File: src/shared/sent_pkg.sv
// constants and state types shared by the nibble link and its checksum engine
// assumes a single 40 MHz clock feeding every user of this package
`default_nettype none

package sent_pkg;
	// clock and tick-period range
	localparam int CLK_PERIOD_NS = 25;
	localparam int TICK_MIN_NS = 3000;
	localparam int TICK_MAX_NS = 90000;
	localparam int TICK_MIN_CYCLES = (TICK_MIN_NS + CLK_PERIOD_NS - 1) / CLK_PERIOD_NS;
	localparam int TICK_MAX_CYCLES = TICK_MAX_NS / CLK_PERIOD_NS;

	// interval lengths, in ticks
	localparam int TICK_W = 10;
	localparam logic [9:0] SYNC_TICKS = 10'h038;
	localparam logic [9:0] NIBBLE_BASE = 10'h00c;
	localparam logic [9:0] LOW_TICKS = 10'h005;
	localparam logic [9:0] PAUSE_MIN = 10'h00c;
	localparam logic [9:0] PAUSE_MAX = 10'h300;

	// data nibbles per frame
	localparam logic [2:0] NIB_COUNT_MIN = 3'h3;
	localparam logic [2:0] NIB_COUNT_MAX = 3'h6;
	localparam int DATA_W = 24;

	// receive tolerance: 13/64 of nominal sync, just above 20 percent
	localparam logic [7:0] TOL_MUL = 8'h0d;
	localparam int TOL_SHIFT = 6;

	// decode: interval*112 against sync*(23+2k), k = 0..16
	localparam logic [6:0] DEC_SCALE = 7'h70;
	localparam int DEC_BASE = 23;
	localparam int DEC_THRESHOLDS = 17;

	// preferred checksum: seed and nibble step table
	localparam logic [3:0] CRC_SEED = 4'h5;
	localparam logic [3:0] CRC_TABLE [16] = '{
		4'h0, 4'hd, 4'h7, 4'ha, 4'he, 4'h3, 4'h9, 4'h4,
		4'h1, 4'hc, 4'h6, 4'hb, 4'hf, 4'h2, 4'h8, 4'h5
	};

	typedef enum {TX_IDLE, TX_SYNC, TX_STATUS, TX_DATA, TX_CRC, TX_PAUSE} tx_state_t;
	typedef enum {RX_HUNT, RX_STATUS, RX_DATA, RX_CRC, RX_PAUSE} rx_state_t;
endpackage : sent_pkg

`default_nettype wire

File: src/shared/crc_step_if.sv
// carrier between the link sequencer and the checksum engine
// assumes both ends share one clock; all signals are synchronous to it
`default_nettype none

interface crc_step_if;
	logic clear;
	logic step;
	logic [3:0] nibble;
	logic [3:0] result;

	modport owner (output clear, output step, output nibble, input result);
	modport engine (input clear, input step, input nibble, output result);
endinterface : crc_step_if

`default_nettype wire

File: src/rtl/sent_nibble_link.sv
// single-wire falling-edge nibble link, transmitter or receiver
// assumes all inputs synchronous to clk except rxLine, which is synchronised here
`default_nettype none

module sent_nibble_link #(
	parameter int CNT_W = 22
) (
	// clock and reset
	input wire logic clk,
	input wire logic reset_n,
	// configuration
	input wire logic enable,
	input wire logic receiveMode,
	input wire logic syncTransmit,
	input wire logic crcHardware,
	input wire logic pauseEnable,
	input wire logic [2:0] nibbleCount,
	input wire logic [15:0] link_control_two,
	input wire logic [15:0] frameTicks,
	// transmit buffer
	input wire logic [3:0] txStatus,
	input wire logic [23:0] txData,
	input wire logic [3:0] txCrc,
	input wire logic syncTrigger,
	// transmit status
	output logic txLine,
	output logic txBusy,
	output logic txFrameDone,
	// receive line
	input wire logic rxLine,
	// receive buffer and events
	output logic [3:0] rxStatus,
	output logic [23:0] rxData,
	output logic [3:0] rxCrc,
	output logic [CNT_W-1:0] rxSyncClocks,
	output logic rxDone,
	output logic rxCrcError,
	output logic rxFramingError
);
	localparam int PW = 30;

	crc_step_if crcBus ();

	nibble_crc crcEngine (
		.clk(clk),
		.reset_n(reset_n),
		.crcBus(crcBus)
	);

	logic [15:0] tick_period_count;
	assign tick_period_count = link_control_two;

	// role selection; reset keeps receiveMode low by convention
	logic txOn;
	logic rxOn;
	assign txOn = enable && !receiveMode;
	assign rxOn = enable && receiveMode;

	logic [2:0] nibLast;
	always_comb begin
		if (nibbleCount < sent_pkg::NIB_COUNT_MIN) begin
			nibLast = sent_pkg::NIB_COUNT_MIN - 3'h1;
		end else if (nibbleCount > sent_pkg::NIB_COUNT_MAX) begin
			nibLast = sent_pkg::NIB_COUNT_MAX - 3'h1;
		end else begin
			nibLast = nibbleCount - 3'h1;
		end
	end

	// ---------------- transmit ----------------
	sent_pkg::tx_state_t txState;
	logic [15:0] tickDiv;
	logic tickEn;
	logic [9:0] tickCnt;
	logic [9:0] intervalLen;
	logic [10:0] usedTicks;
	logic [10:0] doneTicks;
	logic [2:0] txIdx;
	logic [3:0] shadowStatus;
	logic [23:0] shadowData;
	logic [3:0] shadowCrc;
	logic triggerPending;
	logic txStart;
	logic lastTick;
	logic [9:0] pauseLen;
	logic txCrcClear;
	logic txCrcStep;
	logic [3:0] txCrcNib;

	function automatic logic [3:0] pickNibble(input logic [23:0] d, input logic [2:0] k);
		pickNibble = d[4 * (5 - int'(k)) +: 4];
	endfunction : pickNibble

	function automatic logic [9:0] nibTicks(input logic [3:0] v);
		nibTicks = sent_pkg::NIBBLE_BASE + {6'h00, v};
	endfunction : nibTicks

	// one frame per trigger in triggered mode
	assign txStart = txState == sent_pkg::TX_IDLE && txOn && (!syncTransmit || triggerPending);
	assign lastTick = tickEn && tickCnt == intervalLen - 10'h001;

	// tick enable every count plus one clocks
	// start cycle is the first clock of the first tick, so the divider begins at one
	always_ff @(posedge clk) begin
		if (!reset_n || (txState == sent_pkg::TX_IDLE && !txStart)) begin
			tickDiv <= 16'h0000;
			tickEn <= 1'b0;
		end else if (txStart) begin
			tickDiv <= (tick_period_count == 16'h0000) ? 16'h0000 : 16'h0001;
			tickEn <= tick_period_count == 16'h0000;
		end else if (tickDiv == tick_period_count) begin
			tickDiv <= 16'h0000;
			tickEn <= 1'b1;
		end else begin
			tickDiv <= tickDiv + 16'h0001;
			tickEn <= 1'b0;
		end
	end

	// trigger seen in the start cycle is kept
	always_ff @(posedge clk) begin
		if (!reset_n || !txOn || !syncTransmit) begin
			triggerPending <= 1'b0;
		end else if (syncTrigger) begin
			triggerPending <= 1'b1;
		end else if (txStart) begin
			triggerPending <= 1'b0;
		end
	end

	// checksum interval still counts, pause is chosen while it ends
	assign doneTicks = usedTicks + {1'b0, intervalLen};

	// pause fills frame to frameTicks, clamped 12..768
	always_comb begin
		if ({5'h00, frameTicks} <= {10'h000, doneTicks} + {11'h000, sent_pkg::PAUSE_MIN}) begin
			pauseLen = sent_pkg::PAUSE_MIN;
		end else if (frameTicks - {5'h00, doneTicks} > {6'h00, sent_pkg::PAUSE_MAX}) begin
			pauseLen = sent_pkg::PAUSE_MAX;
		end else begin
			pauseLen = 10'(frameTicks - {5'h00, doneTicks});
		end
	end

	always_ff @(posedge clk) begin
		txCrcClear <= 1'b0;
		txCrcStep <= 1'b0;
		txFrameDone <= 1'b0;
		if (!reset_n || !txOn) begin
			txState <= sent_pkg::TX_IDLE;
			tickCnt <= 10'h000;
			intervalLen <= sent_pkg::SYNC_TICKS;
			usedTicks <= 11'h000;
			txIdx <= 3'h0;
			shadowStatus <= 4'h0;
			shadowData <= 24'h000000;
			shadowCrc <= 4'h0;
			txCrcNib <= 4'h0;
		end else if (txStart) begin
			// single-frame buffer latched at frame start
			shadowStatus <= txStatus;
			shadowData <= txData;
			shadowCrc <= txCrc;
			txCrcClear <= 1'b1;
			txState <= sent_pkg::TX_SYNC;
			intervalLen <= sent_pkg::SYNC_TICKS;
			tickCnt <= 10'h000;
			usedTicks <= 11'h000;
		end else if (tickEn && !lastTick) begin
			tickCnt <= tickCnt + 10'h001;
		end else if (lastTick) begin
			tickCnt <= 10'h000;
			usedTicks <= usedTicks + {1'b0, intervalLen};
			case (txState)
				sent_pkg::TX_SYNC: begin
					txState <= sent_pkg::TX_STATUS;
					intervalLen <= nibTicks(shadowStatus);
				end
				sent_pkg::TX_STATUS: begin
					txState <= sent_pkg::TX_DATA;
					txIdx <= 3'h0;
					intervalLen <= nibTicks(pickNibble(shadowData, 3'h0));
					txCrcStep <= 1'b1;
					txCrcNib <= pickNibble(shadowData, 3'h0);
				end
				sent_pkg::TX_DATA: begin
					if (txIdx == nibLast) begin
						txState <= sent_pkg::TX_CRC;
						intervalLen <= nibTicks(crcHardware ? crcBus.result : shadowCrc);
					end else begin
						txIdx <= txIdx + 3'h1;
						intervalLen <= nibTicks(pickNibble(shadowData, txIdx + 3'h1));
						txCrcStep <= 1'b1;
						txCrcNib <= pickNibble(shadowData, txIdx + 3'h1);
					end
				end
				sent_pkg::TX_CRC: begin
					if (pauseEnable) begin
						txState <= sent_pkg::TX_PAUSE;
						intervalLen <= pauseLen;
					end else begin
						txState <= sent_pkg::TX_IDLE;
						txFrameDone <= 1'b1;
					end
				end
				sent_pkg::TX_PAUSE: begin
					txState <= sent_pkg::TX_IDLE;
					txFrameDone <= 1'b1;
				end
				default: begin
					txState <= sent_pkg::TX_IDLE;
				end
			endcase
		end
	end

	// each interval opens with a falling edge, low for five ticks
	// abort releases the line at once, not one clock after the state
	always_ff @(posedge clk) begin
		if (!reset_n || !txOn) begin
			txLine <= 1'b1;
		end else begin
			txLine <= !(txState != sent_pkg::TX_IDLE && tickCnt < sent_pkg::LOW_TICKS);
		end
	end

	assign txBusy = txState != sent_pkg::TX_IDLE;

	// ---------------- receive ----------------
	sent_pkg::rx_state_t rxState;
	logic rxMeta;
	logic rxSync;
	logic rxPrev;
	logic fallEdge;
	logic [CNT_W-1:0] intervalCnt;
	logic [CNT_W-1:0] syncClocks;
	logic [CNT_W+5:0] nominalSync;
	logic [CNT_W+5:0] syncTol;
	logic [PW-1:0] scaledInterval;
	localparam int DEC_N = sent_pkg::DEC_THRESHOLDS;
	logic [DEC_N-1:0] aboveThr;
	logic [4:0] passCount;
	logic nibOk;
	logic [3:0] nibValue;
	logic syncOk;
	logic [2:0] rxIdx;
	logic [3:0] workStatus;
	logic [23:0] workData;
	logic rxCrcClear;
	logic rxCrcStep;
	logic [3:0] rxCrcNib;

	// two-stage synchroniser, edge seen after second stage
	always_ff @(posedge clk) begin
		if (!reset_n) begin
			rxMeta <= 1'b1;
			rxSync <= 1'b1;
			rxPrev <= 1'b1;
		end else begin
			rxMeta <= rxLine;
			rxSync <= rxMeta;
			rxPrev <= rxSync;
		end
	end
	assign fallEdge = rxPrev && !rxSync;

	always_ff @(posedge clk) begin
		if (!reset_n || fallEdge) begin
			intervalCnt <= {{(CNT_W-1){1'b0}}, 1'b1};
		end else if (intervalCnt != {CNT_W{1'b1}}) begin
			intervalCnt <= intervalCnt + {{(CNT_W-1){1'b0}}, 1'b1};
		end
	end

	// sync window of nominal plus or minus tolerance
	assign nominalSync = (CNT_W+6)'({16'h0000, tick_period_count} + 32'h1) * (CNT_W+6)'(56);
	assign syncTol = (CNT_W+6)'((nominalSync * (CNT_W+6)'(sent_pkg::TOL_MUL)) >> sent_pkg::TOL_SHIFT);
	assign syncOk = (CNT_W+6)'(intervalCnt) >= nominalSync - syncTol
		&& (CNT_W+6)'(intervalCnt) <= nominalSync + syncTol;

	// decode against measured sync: interval*112 vs sync*(23+2k)
	assign scaledInterval = PW'(intervalCnt) * PW'(sent_pkg::DEC_SCALE);
	generate
		for (genvar k = 0; k < DEC_N; k++) begin : g_thr
			assign aboveThr[k] = scaledInterval >= PW'(syncClocks) * PW'(sent_pkg::DEC_BASE + 2 * k);
		end
	endgenerate

	always_comb begin
		passCount = 5'h00;
		for (int i = 0; i < DEC_N; i++) begin
			passCount = passCount + {4'h0, aboveThr[i]};
		end
	end
	// below 12 or above 27 ticks is invalid
	assign nibOk = passCount != 5'h00 && passCount != 5'(DEC_N);
	assign nibValue = 4'(passCount - 5'h01);

	always_ff @(posedge clk) begin
		rxCrcClear <= 1'b0;
		rxCrcStep <= 1'b0;
		rxDone <= 1'b0;
		rxCrcError <= 1'b0;
		rxFramingError <= 1'b0;
		if (!reset_n) begin
			rxState <= sent_pkg::RX_HUNT;
			syncClocks <= {CNT_W{1'b1}};
			rxSyncClocks <= {CNT_W{1'b0}};
			rxIdx <= 3'h0;
			workStatus <= 4'h0;
			workData <= 24'h000000;
			rxStatus <= 4'h0;
			rxData <= 24'h000000;
			rxCrc <= 4'h0;
			rxCrcNib <= 4'h0;
		end else if (!rxOn) begin
			rxState <= sent_pkg::RX_HUNT;
		end else if (fallEdge) begin
			case (rxState)
				sent_pkg::RX_HUNT: begin
					if (syncOk) begin
						syncClocks <= intervalCnt;
						rxState <= sent_pkg::RX_STATUS;
						rxCrcClear <= 1'b1;
					end
				end
				sent_pkg::RX_STATUS: begin
					if (nibOk) begin
						workStatus <= nibValue;
						rxIdx <= 3'h0;
						rxState <= sent_pkg::RX_DATA;
					end else begin
						rxFramingError <= 1'b1;
						rxState <= sent_pkg::RX_HUNT;
					end
				end
				sent_pkg::RX_DATA: begin
					if (nibOk) begin
						workData[4 * (5 - int'(rxIdx)) +: 4] <= nibValue;
						rxCrcStep <= 1'b1;
						rxCrcNib <= nibValue;
						rxIdx <= rxIdx + 3'h1;
						if (rxIdx == nibLast) begin
							rxState <= sent_pkg::RX_CRC;
						end
					end else begin
						rxFramingError <= 1'b1;
						rxState <= sent_pkg::RX_HUNT;
					end
				end
				sent_pkg::RX_CRC: begin
					if (nibOk) begin
						// publish the frame with a done pulse
						rxStatus <= workStatus;
						rxData <= workData;
						rxCrc <= nibValue;
						rxSyncClocks <= syncClocks;
						rxDone <= 1'b1;
						rxCrcError <= crcHardware && nibValue != crcBus.result;
						// skip the pause interval when configured
						rxState <= pauseEnable ? sent_pkg::RX_PAUSE : sent_pkg::RX_HUNT;
					end else begin
						rxFramingError <= 1'b1;
						rxState <= sent_pkg::RX_HUNT;
					end
				end
				sent_pkg::RX_PAUSE: begin
					rxState <= sent_pkg::RX_HUNT;
				end
				default: begin
					rxState <= sent_pkg::RX_HUNT;
				end
			endcase
		end
	end

	// checksum engine shared, roles never overlap
	always_comb begin
		crcBus.clear = receiveMode ? rxCrcClear : txCrcClear;
		crcBus.step = receiveMode ? rxCrcStep : txCrcStep;
		crcBus.nibble = receiveMode ? rxCrcNib : txCrcNib;
	end
endmodule : sent_nibble_link

`default_nettype wire

File: src/rtl/nibble_crc.sv
// nibble-serial checksum engine, preferred method with one zero nibble appended
// assumes clear and step are never asserted together
`default_nettype none

module nibble_crc (
	// clock and reset
	input wire logic clk,
	input wire logic reset_n,
	// step port
	crc_step_if.engine crcBus
);
	logic [3:0] crcState;

	always_ff @(posedge clk) begin
		if (!reset_n) begin
			crcState <= sent_pkg::CRC_SEED;
		end else if (crcBus.clear) begin
			crcState <= sent_pkg::CRC_SEED;
		end else if (crcBus.step) begin
			crcState <= sent_pkg::CRC_TABLE[crcState] ^ crcBus.nibble;
		end
	end

	assign crcBus.result = sent_pkg::CRC_TABLE[crcState];
endmodule : nibble_crc

`default_nettype wire

File: config.mk
export PLATFORM = sky130hd
export DESIGN_NAME = sent_nibble_link
export DESIGN_NICKNAME = d
export VERILOG_FILES = /design/src/shared/sent_pkg.sv /design/src/shared/crc_step_if.sv /design/src/rtl/sent_nibble_link.sv /design/src/rtl/nibble_crc.sv
export SDC_FILE = /design/constraint.sdc
export NUM_CORES = 2
export LEC_CHECK = 0
export BUFFER_PORTS_ARGS = -buffer_cell sky130_fd_sc_hd__buf_2
export CAP_MARGIN = 15
export CELL_PAD_IN_SITES_DETAIL_PLACEMENT = 0
export CELL_PAD_IN_SITES_GLOBAL_PLACEMENT = 1
export CORE_MARGIN = 5
export CORE_UTILIZATION = 38
export CTS_BUF_LIST = sky130_fd_sc_hd__clkbuf_8
export DETAILED_ROUTE_END_ITERATION = 10
export GPL_ROUTABILITY_DRIVEN = 0
export PLACE_DENSITY_LB_ADDON = 0.12
export SLEW_MARGIN = 40
export SYNTH_ARGS = -nofsm -noshare
export SYNTH_HDL_FRONTEND = slang
export SYNTH_SLANG_ARGS = --single-unit
export TNS_END_PERCENT = 5
File: constraint.sdc
create_clock -name clk -period 11.8 [get_ports clk]
set_clock_uncertainty 0.2 [all_clocks]
set_input_delay 0 -clock clk [delete_from_list [all_inputs] [get_ports clk]]
set_output_delay 0 -clock clk [all_outputs]
set_load 0.005 [all_outputs]
# Yosys cells after proc, flatten, opt, wreduce, memory -nomap -nowiden
# Memories as Yosys holds them, arrays and structs flattened.
# Cells that the tools add are included.
[totals] ff_bits=301 romBits=64 inputBits=76 out_inout_bits=60 word_cells=261 mem_count=1
[mem_list] memory="(no name shown)" words=16 width=4 rd=1 rd_ports_with_merged_regs=0 wr=0 line="nibble_crc.sv:20" text="crcState <= sent_pkg::CRC_TABLE[crcState] ^ crcBus.nibble;"
[op_classes] addsub=37 multipliers=20 order_cmp=25 n_eq_ne=24 n_shift=3 n_mux=51 bitwise=6 n_reduce_logical=57
[ops] op="greater-or-equal comparator 29 x 28 -> 1 bit" count=12
[ops] op="multiplier 22 x 6 -> 28 bit (second input constant)" count=12
[ops] op="one-hot mux 32 bit (4 select lines)" count=2
[ops] op="greater-or-equal comparator 29 x 27 -> 1 bit" count=5
[ops] op="multiplier 22 x 5 -> 27 bit (second input constant)" count=5
[ops] op="== test 32 x 2 -> 1 bit (second input constant)" count=4
[ops] op="2-to-1 mux 32 bit" count=4
[ops] op="== test 32 x 1 -> 1 bit (second input constant)" count=2
[ops] op="== test 32 x 3 -> 1 bit (second input constant)" count=2
[ops] op="zero test 32 bit" count=2
[ops] op="adder 5 x 1 -> 5 bit" count=12
[ops] op="2-to-1 mux 10 bit" count=5
[ops] op="one-hot mux 10 bit (4 select lines)" count=1
[ops] op="AND reduction 4 bit" count=9
[ops] op="negator 6 -> 33 bit" count=1
[ops] op="variable shift 4 x 33 -> 24 bit (first input constant)" count=1
[ops] op="indexed part select 4 x 33 -> 24 bit" count=1
[ops] op="2-to-1 mux 16 bit" count=2
[ops] op="nonzero test 32 bit" count=1
[ops] op="greater-or-equal comparator 22 x 28 -> 1 bit" count=1
[ops] op="multiplier 22 x 3 -> 25 bit (second input constant)" count=1
[ops] op="adder 23 x 21 -> 24 bit" count=1
[ops] op="bitwise mux 24 bit" count=1
[ops] op="less-or-equal comparator 22 x 24 -> 1 bit" count=1
[ops] op="other kinds (59)" count=135

# Longest topological paths before layout
[logic_depth] depth_word=22 depth_mapped=51 depth_no_buf=49

# By module
# A second synthesis with hierarchy kept.
[unflattened] hier_cells=7051 area_unflattened_um2=60242.8
[by_module_without_submodules] mod="sent_nibble_link" instances=1 cells_per_inst=7022 area_per_inst_um2=59963.8 seq_area_each_um2=4784.6
[by_module_without_submodules] mod="nibble_crc" instances=1 cells_per_inst=29 area_per_inst_um2=279.0 seq_area_each_um2=80.1

# Least setup slack after synthesis
# No wires, ideal clock.
[synth_timing] path_type="reg2reg" start="register syncClocks[9]" end="register workData[16]" setup_ps=128 arrival_ps=10788 t_required_ps=11472 slack_ps=685 stages_incl_launch_ff=42 n_path_buf=1 period_less_slack_ps=11115 path_cell_list="dfxtp_1 -> ha_1 -> inv_1 -> fa_1 -> inv_1 -> fa_1 -> ha_1 -> or3_1 -> a21oi_1 -> o31a_1 -> a21oi_1 -> a41oi_1 -> nand2b_1 -> a21oi_1 -> xor2_1 -> ha_1 -> a21o_1 -> a21o_1 -> (+6 left out) -> nor2_1 -> fa_1 -> fa_1 -> fa_1 -> fa_1 -> fa_1 -> fa_1 -> ha_1 -> mux2i_1 -> o22ai_1 -> o21ai_1 -> and2_1 -> nand3_1 -> or4_1 -> clkbuf_1 -> nor3b_2 -> mux2i_1 -> nor2_1"
[synth_via] elab_chain_len=21 elab_cells_between_ends=57 cone_classes="add/sub: 17; mul: 17; order compare: 17; eq/ne: 1; shift: 1; mux: 1; reduce/logical: 3"
[synth_lines] element="start, declared" line="sent_nibble_link.sv:236" text="logic [CNT_W-1:0] syncClocks;"
[synth_lines] element="start signal, assigned" line="sent_nibble_link.sv:307" text="syncClocks <= {CNT_W{1'b1}};"
[synth_lines] element="start signal, assigned" line="sent_nibble_link.sv:322" text="syncClocks <= intervalCnt;"
[synth_lines] element="multiplier 22 x 5 -> 27 bit" line="sent_nibble_link.sv:285" text="assign aboveThr[k] = scaledInterval >= PW'(syncClocks) * PW'(sent_pkg::DEC_BASE + 2 * k);"
[synth_lines] element="greater-or-equal comparator 29 x 27 -> 1 bit" line="sent_nibble_link.sv:285"
[synth_lines] element="adder 1 x 1 -> 2 bit" line="sent_nibble_link.sv:292" text="passCount = passCount + {4'h0, aboveThr[i]};"
[synth_lines] element="adder 2 x 1 -> 3 bit" line="sent_nibble_link.sv:292"
[synth_lines] element="adder 3 x 1 -> 4 bit" line="sent_nibble_link.sv:292"
[synth_lines] element="adder 4 x 1 -> 5 bit" line="sent_nibble_link.sv:292"
[synth_lines] element="adder 5 x 1 -> 5 bit (11 in series)" line="sent_nibble_link.sv:292"
[synth_lines] element="adder 5 x 1 -> 5 bit (*)" line="sent_nibble_link.sv:292"
[synth_lines] element="subtractor 4 x 1 -> 4 bit (tied with other cells)" line="sent_nibble_link.sv:297" text="assign nibValue = 4'(passCount - 5'h01);"
[synth_lines] element="indexed part select 4 x 33 -> 24 bit / logical AND 1 bit (equally long branches)" line="sent_nibble_link.sv:339, sent_nibble_link.sv:296"
[synth_lines] element="bitwise mux 24 bit / AND reduction 4 bit (equally long branches)"
[synth_lines] element="end signal, assigned by index" line="sent_nibble_link.sv:339" text="workData[4 * (5 - int'(rxIdx)) +: 4] <= nibValue;"
[synth_lines] element="end, declared" line="sent_nibble_link.sv:248" text="logic [23:0] workData;"
# Every way passes the cells marked *; elsewhere a longest branch is shown, timed or not.
# A chain may end at the register's enable or synchronous reset.

# Worst setup path after layout
[layout_timing] start="register syncClocks[2]" end="register workData[16]"
# The elaborated chain is that of the path after synthesis.

==> impl_metrics.ini <==
[placed_design]
placed_area_um2 = 66200
place_hpwl_um = 187000
placedCellCount = 9498
io_buffers = 135
dp_slack_ps = -380

[sta]
timing.final.ws_setup_ps = 439
finalMaxSlewViolations = 0
timing.final.crit_share = 0.963
final-setup-viol-count = 0
relSlewSlack = 0.324
period_needed_ps = 11360
fmax_mhz = 88.0
tightest_slew_ps = 999
hold_violations = 0

[yosys]
yosys.area_share.adder = 0.447
synth-simple-area-share = 0.129
yosysWarnings = 0
synth_edf_count = 0
synth_top_family_by_area = adder cells
yosysSeqAreaShare = 0.0808
synthMuxAreaShare = 0.00976
syn_inst = 7039
synth_fp_nets = 8943
syn_area_per_cell_um2 = 8.56
synth_xor_area_frac = 0.0824
ys.flop_type = dfxtp_1
netlist_area_um2 = 60200
synth.distinct_cells = 95
ys_ff_latch = 243
synth-compound-area-share = 0.182
synthArstFlopShare = 0

[clocking]
root_buffer = clkbuf_8
htree_levels = 2
clock_sinks = 243
path_clk_slew_ps = 70
cts_tree = done
clk_latency_ps = 780
clk_path_buf_depth = 3
numCtsBuffers = 50

[detailed_routing]
drt_iter0_markers = 3227
num_vias = 52652
ant_nets = 0
firstDrtPassIters = 6
avgRoutedWirePerCell_um = 22.8
wl_um = 221000
vias_per_cell = 5.41
drc_errors = 0

[global_route]
track_usage = 0.258
grt_pass1_vias = 51575
antenna_found_initial = 5
grt_pass1_wl_um = 330000
grt_max_degree = 91
grt_overflow = 0

[power_and_ir_drop]
ir_drop_mv = 0.469
p_per_area_nw_per_um2 = 168
p_leak_nw = 35.6

[hold_path]
hold_path_end = txState[2]
hold_depth = 10
hp-start = nibbleCount[0]
worstHoldPathType = input port to flip-flop

[floorplan]
fp.dieH_um = 408
start_util = 0.381
rows = 146
die_w_um = 408
dieArea_um2 = 167000
io_pins = 136
core_um2 = 158000

[job]
maxCapViolations = 0

[critical_path]
reg2regPathDepth = 41
cp_max_fo = 4
crit_slowest_cell = fa_1
r2r_end = workData[16]
r2r-start = syncClocks[2]
critical-path-max-stage-delay_ps = 560
required_ps = 12190
crit_top_cell = fa_1
worstSetupPathType = flip-flop to flip-flop
cp-start-kind = flip-flop
ff2ff_setup_slack_ps = 440
cp.arrival_ps = 11750
cp-end-kind = flip-flop

[layout]
final_nets = 9522
drive_gt1_frac = 0.104
postLayoutCellArea_um2 = 69100
final_common_cell = ha_1
final_util = 0.437
layout_common_cells = ha_1 (1,274), inv_1 (986), fa_1 (538)
area_growth_pct = 14.8
layoutNonFillerInstCount = 9728

[run_status]
outcome = complete, no violations
-- flip-flops by register name, indices dropped and copies added (netlist names), 3 cells and up --
signal	count
rxData	24
shadowData	24
workData	24
intervalCnt	22
rxSyncClocks	22
syncClocks	22
tickDiv	16
usedTicks	11
intervalLen	10
tickCnt	10
crcEngine.crcState	4
rxCrcNib	4
rxCrc	4
rxStatus	4
shadowCrc	4
shadowStatus	4
txCrcNib	4
workStatus	4
rxIdx	3
rxState	3
txIdx	3
txState	3
-- metal layers --
layer,track usage,part of all wire,vias to the layer above
met1,0.346,0.46,25504
met5,0,0.000059,-
met3,0.0217,0.038,277
met2,0.448,0.48,1112
li1,-,-,25757
met4,0.0655,0.030,2
-- through the flow --
stage	power, W	hold slack, ps	setup TNS (ps)
2_1_floorplan	0.00839	-98.5	0
3_3_place_gp	0.0105	11.5	-7920
3_5_place_dp	0.0107	11.1	-6560
4_1_cts	0.0118	18.5	0
5_1_grt	0.0130	116	-31.6
6_report	0.0116	92.0	0
-- what timing repair did --
action | in CTS | in global routing
hold buffers | 118 | 0
setup buffers | 0 | 22
pin swaps | 3 | 32
hold endpoints to repair | 157 | 0
setup endpoints to repair | 24 | 91
resized for setup | 27 | 85
-- cells by family (layout without fill, tap and decap cells) --
logic type / after synthesis / after routing
adder cells (fa/ha/maj): 1828 / 1828
AO/OA/AOI/OAI: 1669 / 1669
AND/OR/NAND/NOR: 1586 / 1586
buffers and inverters: 1094 / 1707
XOR/XNOR: 566 / 566
flip-flops: 243 / 243
multiplexers: 53 / 53
other: 0 / 4
-- Yosys cell counts, types with 68 or more instances --
master / count / area share
a21o_1: 241 / 0.030
nand2_1: 373 / 0.023
a21oi_1: 518 / 0.043
nand3_1: 142 / 0.012
o21a_1: 86 / 0.011
nor3_1: 130 / 0.011
xnor2_1: 282 / 0.041
nand4_1: 99 / 0.010
fa_1: 540 / 0.18
nand2b_1: 98 / 0.010
inv_1: 981 / 0.061
xor2_1: 283 / 0.041
dfxtp_1: 243 / 0.081
o21bai_1: 68 / 0.0085
nor2_1: 410 / 0.026
nor2b_1: 79 / 0.0082
o21ai_0: 285 / 0.024
clkbuf_1: 87 / 0.0054
ha_1: 1288 / 0.27
-- worst max path at each step --
stage                              from            to  slack [ps]
after floorplan           syncClocks[9]  workData[16]         680
after global placement    syncClocks[5]  workData[19]        -460
after detailed placement  syncClocks[1]  workData[16]        -380
after CTS                 syncClocks[1]  workData[16]         0.8
after global routing      syncClocks[2]  workData[18]         -20
final                     syncClocks[2]  workData[16]         440
-- worst max-delay path: cells and delay by family (launching register included) --
kind / cells / cell delay (ps)
AOI/OAI and AO/OA: 13 / 2790
xor gates and xnor gates: 1 / 310
adders and majority gates: 12 / 4840
buffers and inverters: 4 / 670
DFF: 1 / 380
muxes: 2 / 350
and+or+nand+nor: 9 / 1600
-- area by class of cell --
| class | instances | area [um^2] |
|---|---|---|
| well taps | 2072 | 2590 |
| diodes | 4 | 10.0 |
| flip-flops and latches | 243 | 4880 |
| multi-input cells | 5702 | 51900 |
| clock inverters | 30 | 309 |
| clock buffers | 56 | 771 |
| inverters | 987 | 3730 |
| repair buffers | 634 | 4980 |
| fillers | 15974 | 88900 |
-- report_power, final --
| part | switching [W] | internal, W | leakage [nW] |
|---|---|---|---|
| sequential | 0.00000537 | 0.000825 | 1.95 |
| clock | 0.000478 | 0.000552 | 0.583 |
| combinational | 0.00572 | 0.00400 | 33.0 |
| total | 0.00621 | 0.00538 | 35.6 |
Power figures use the tool's default switching activity.
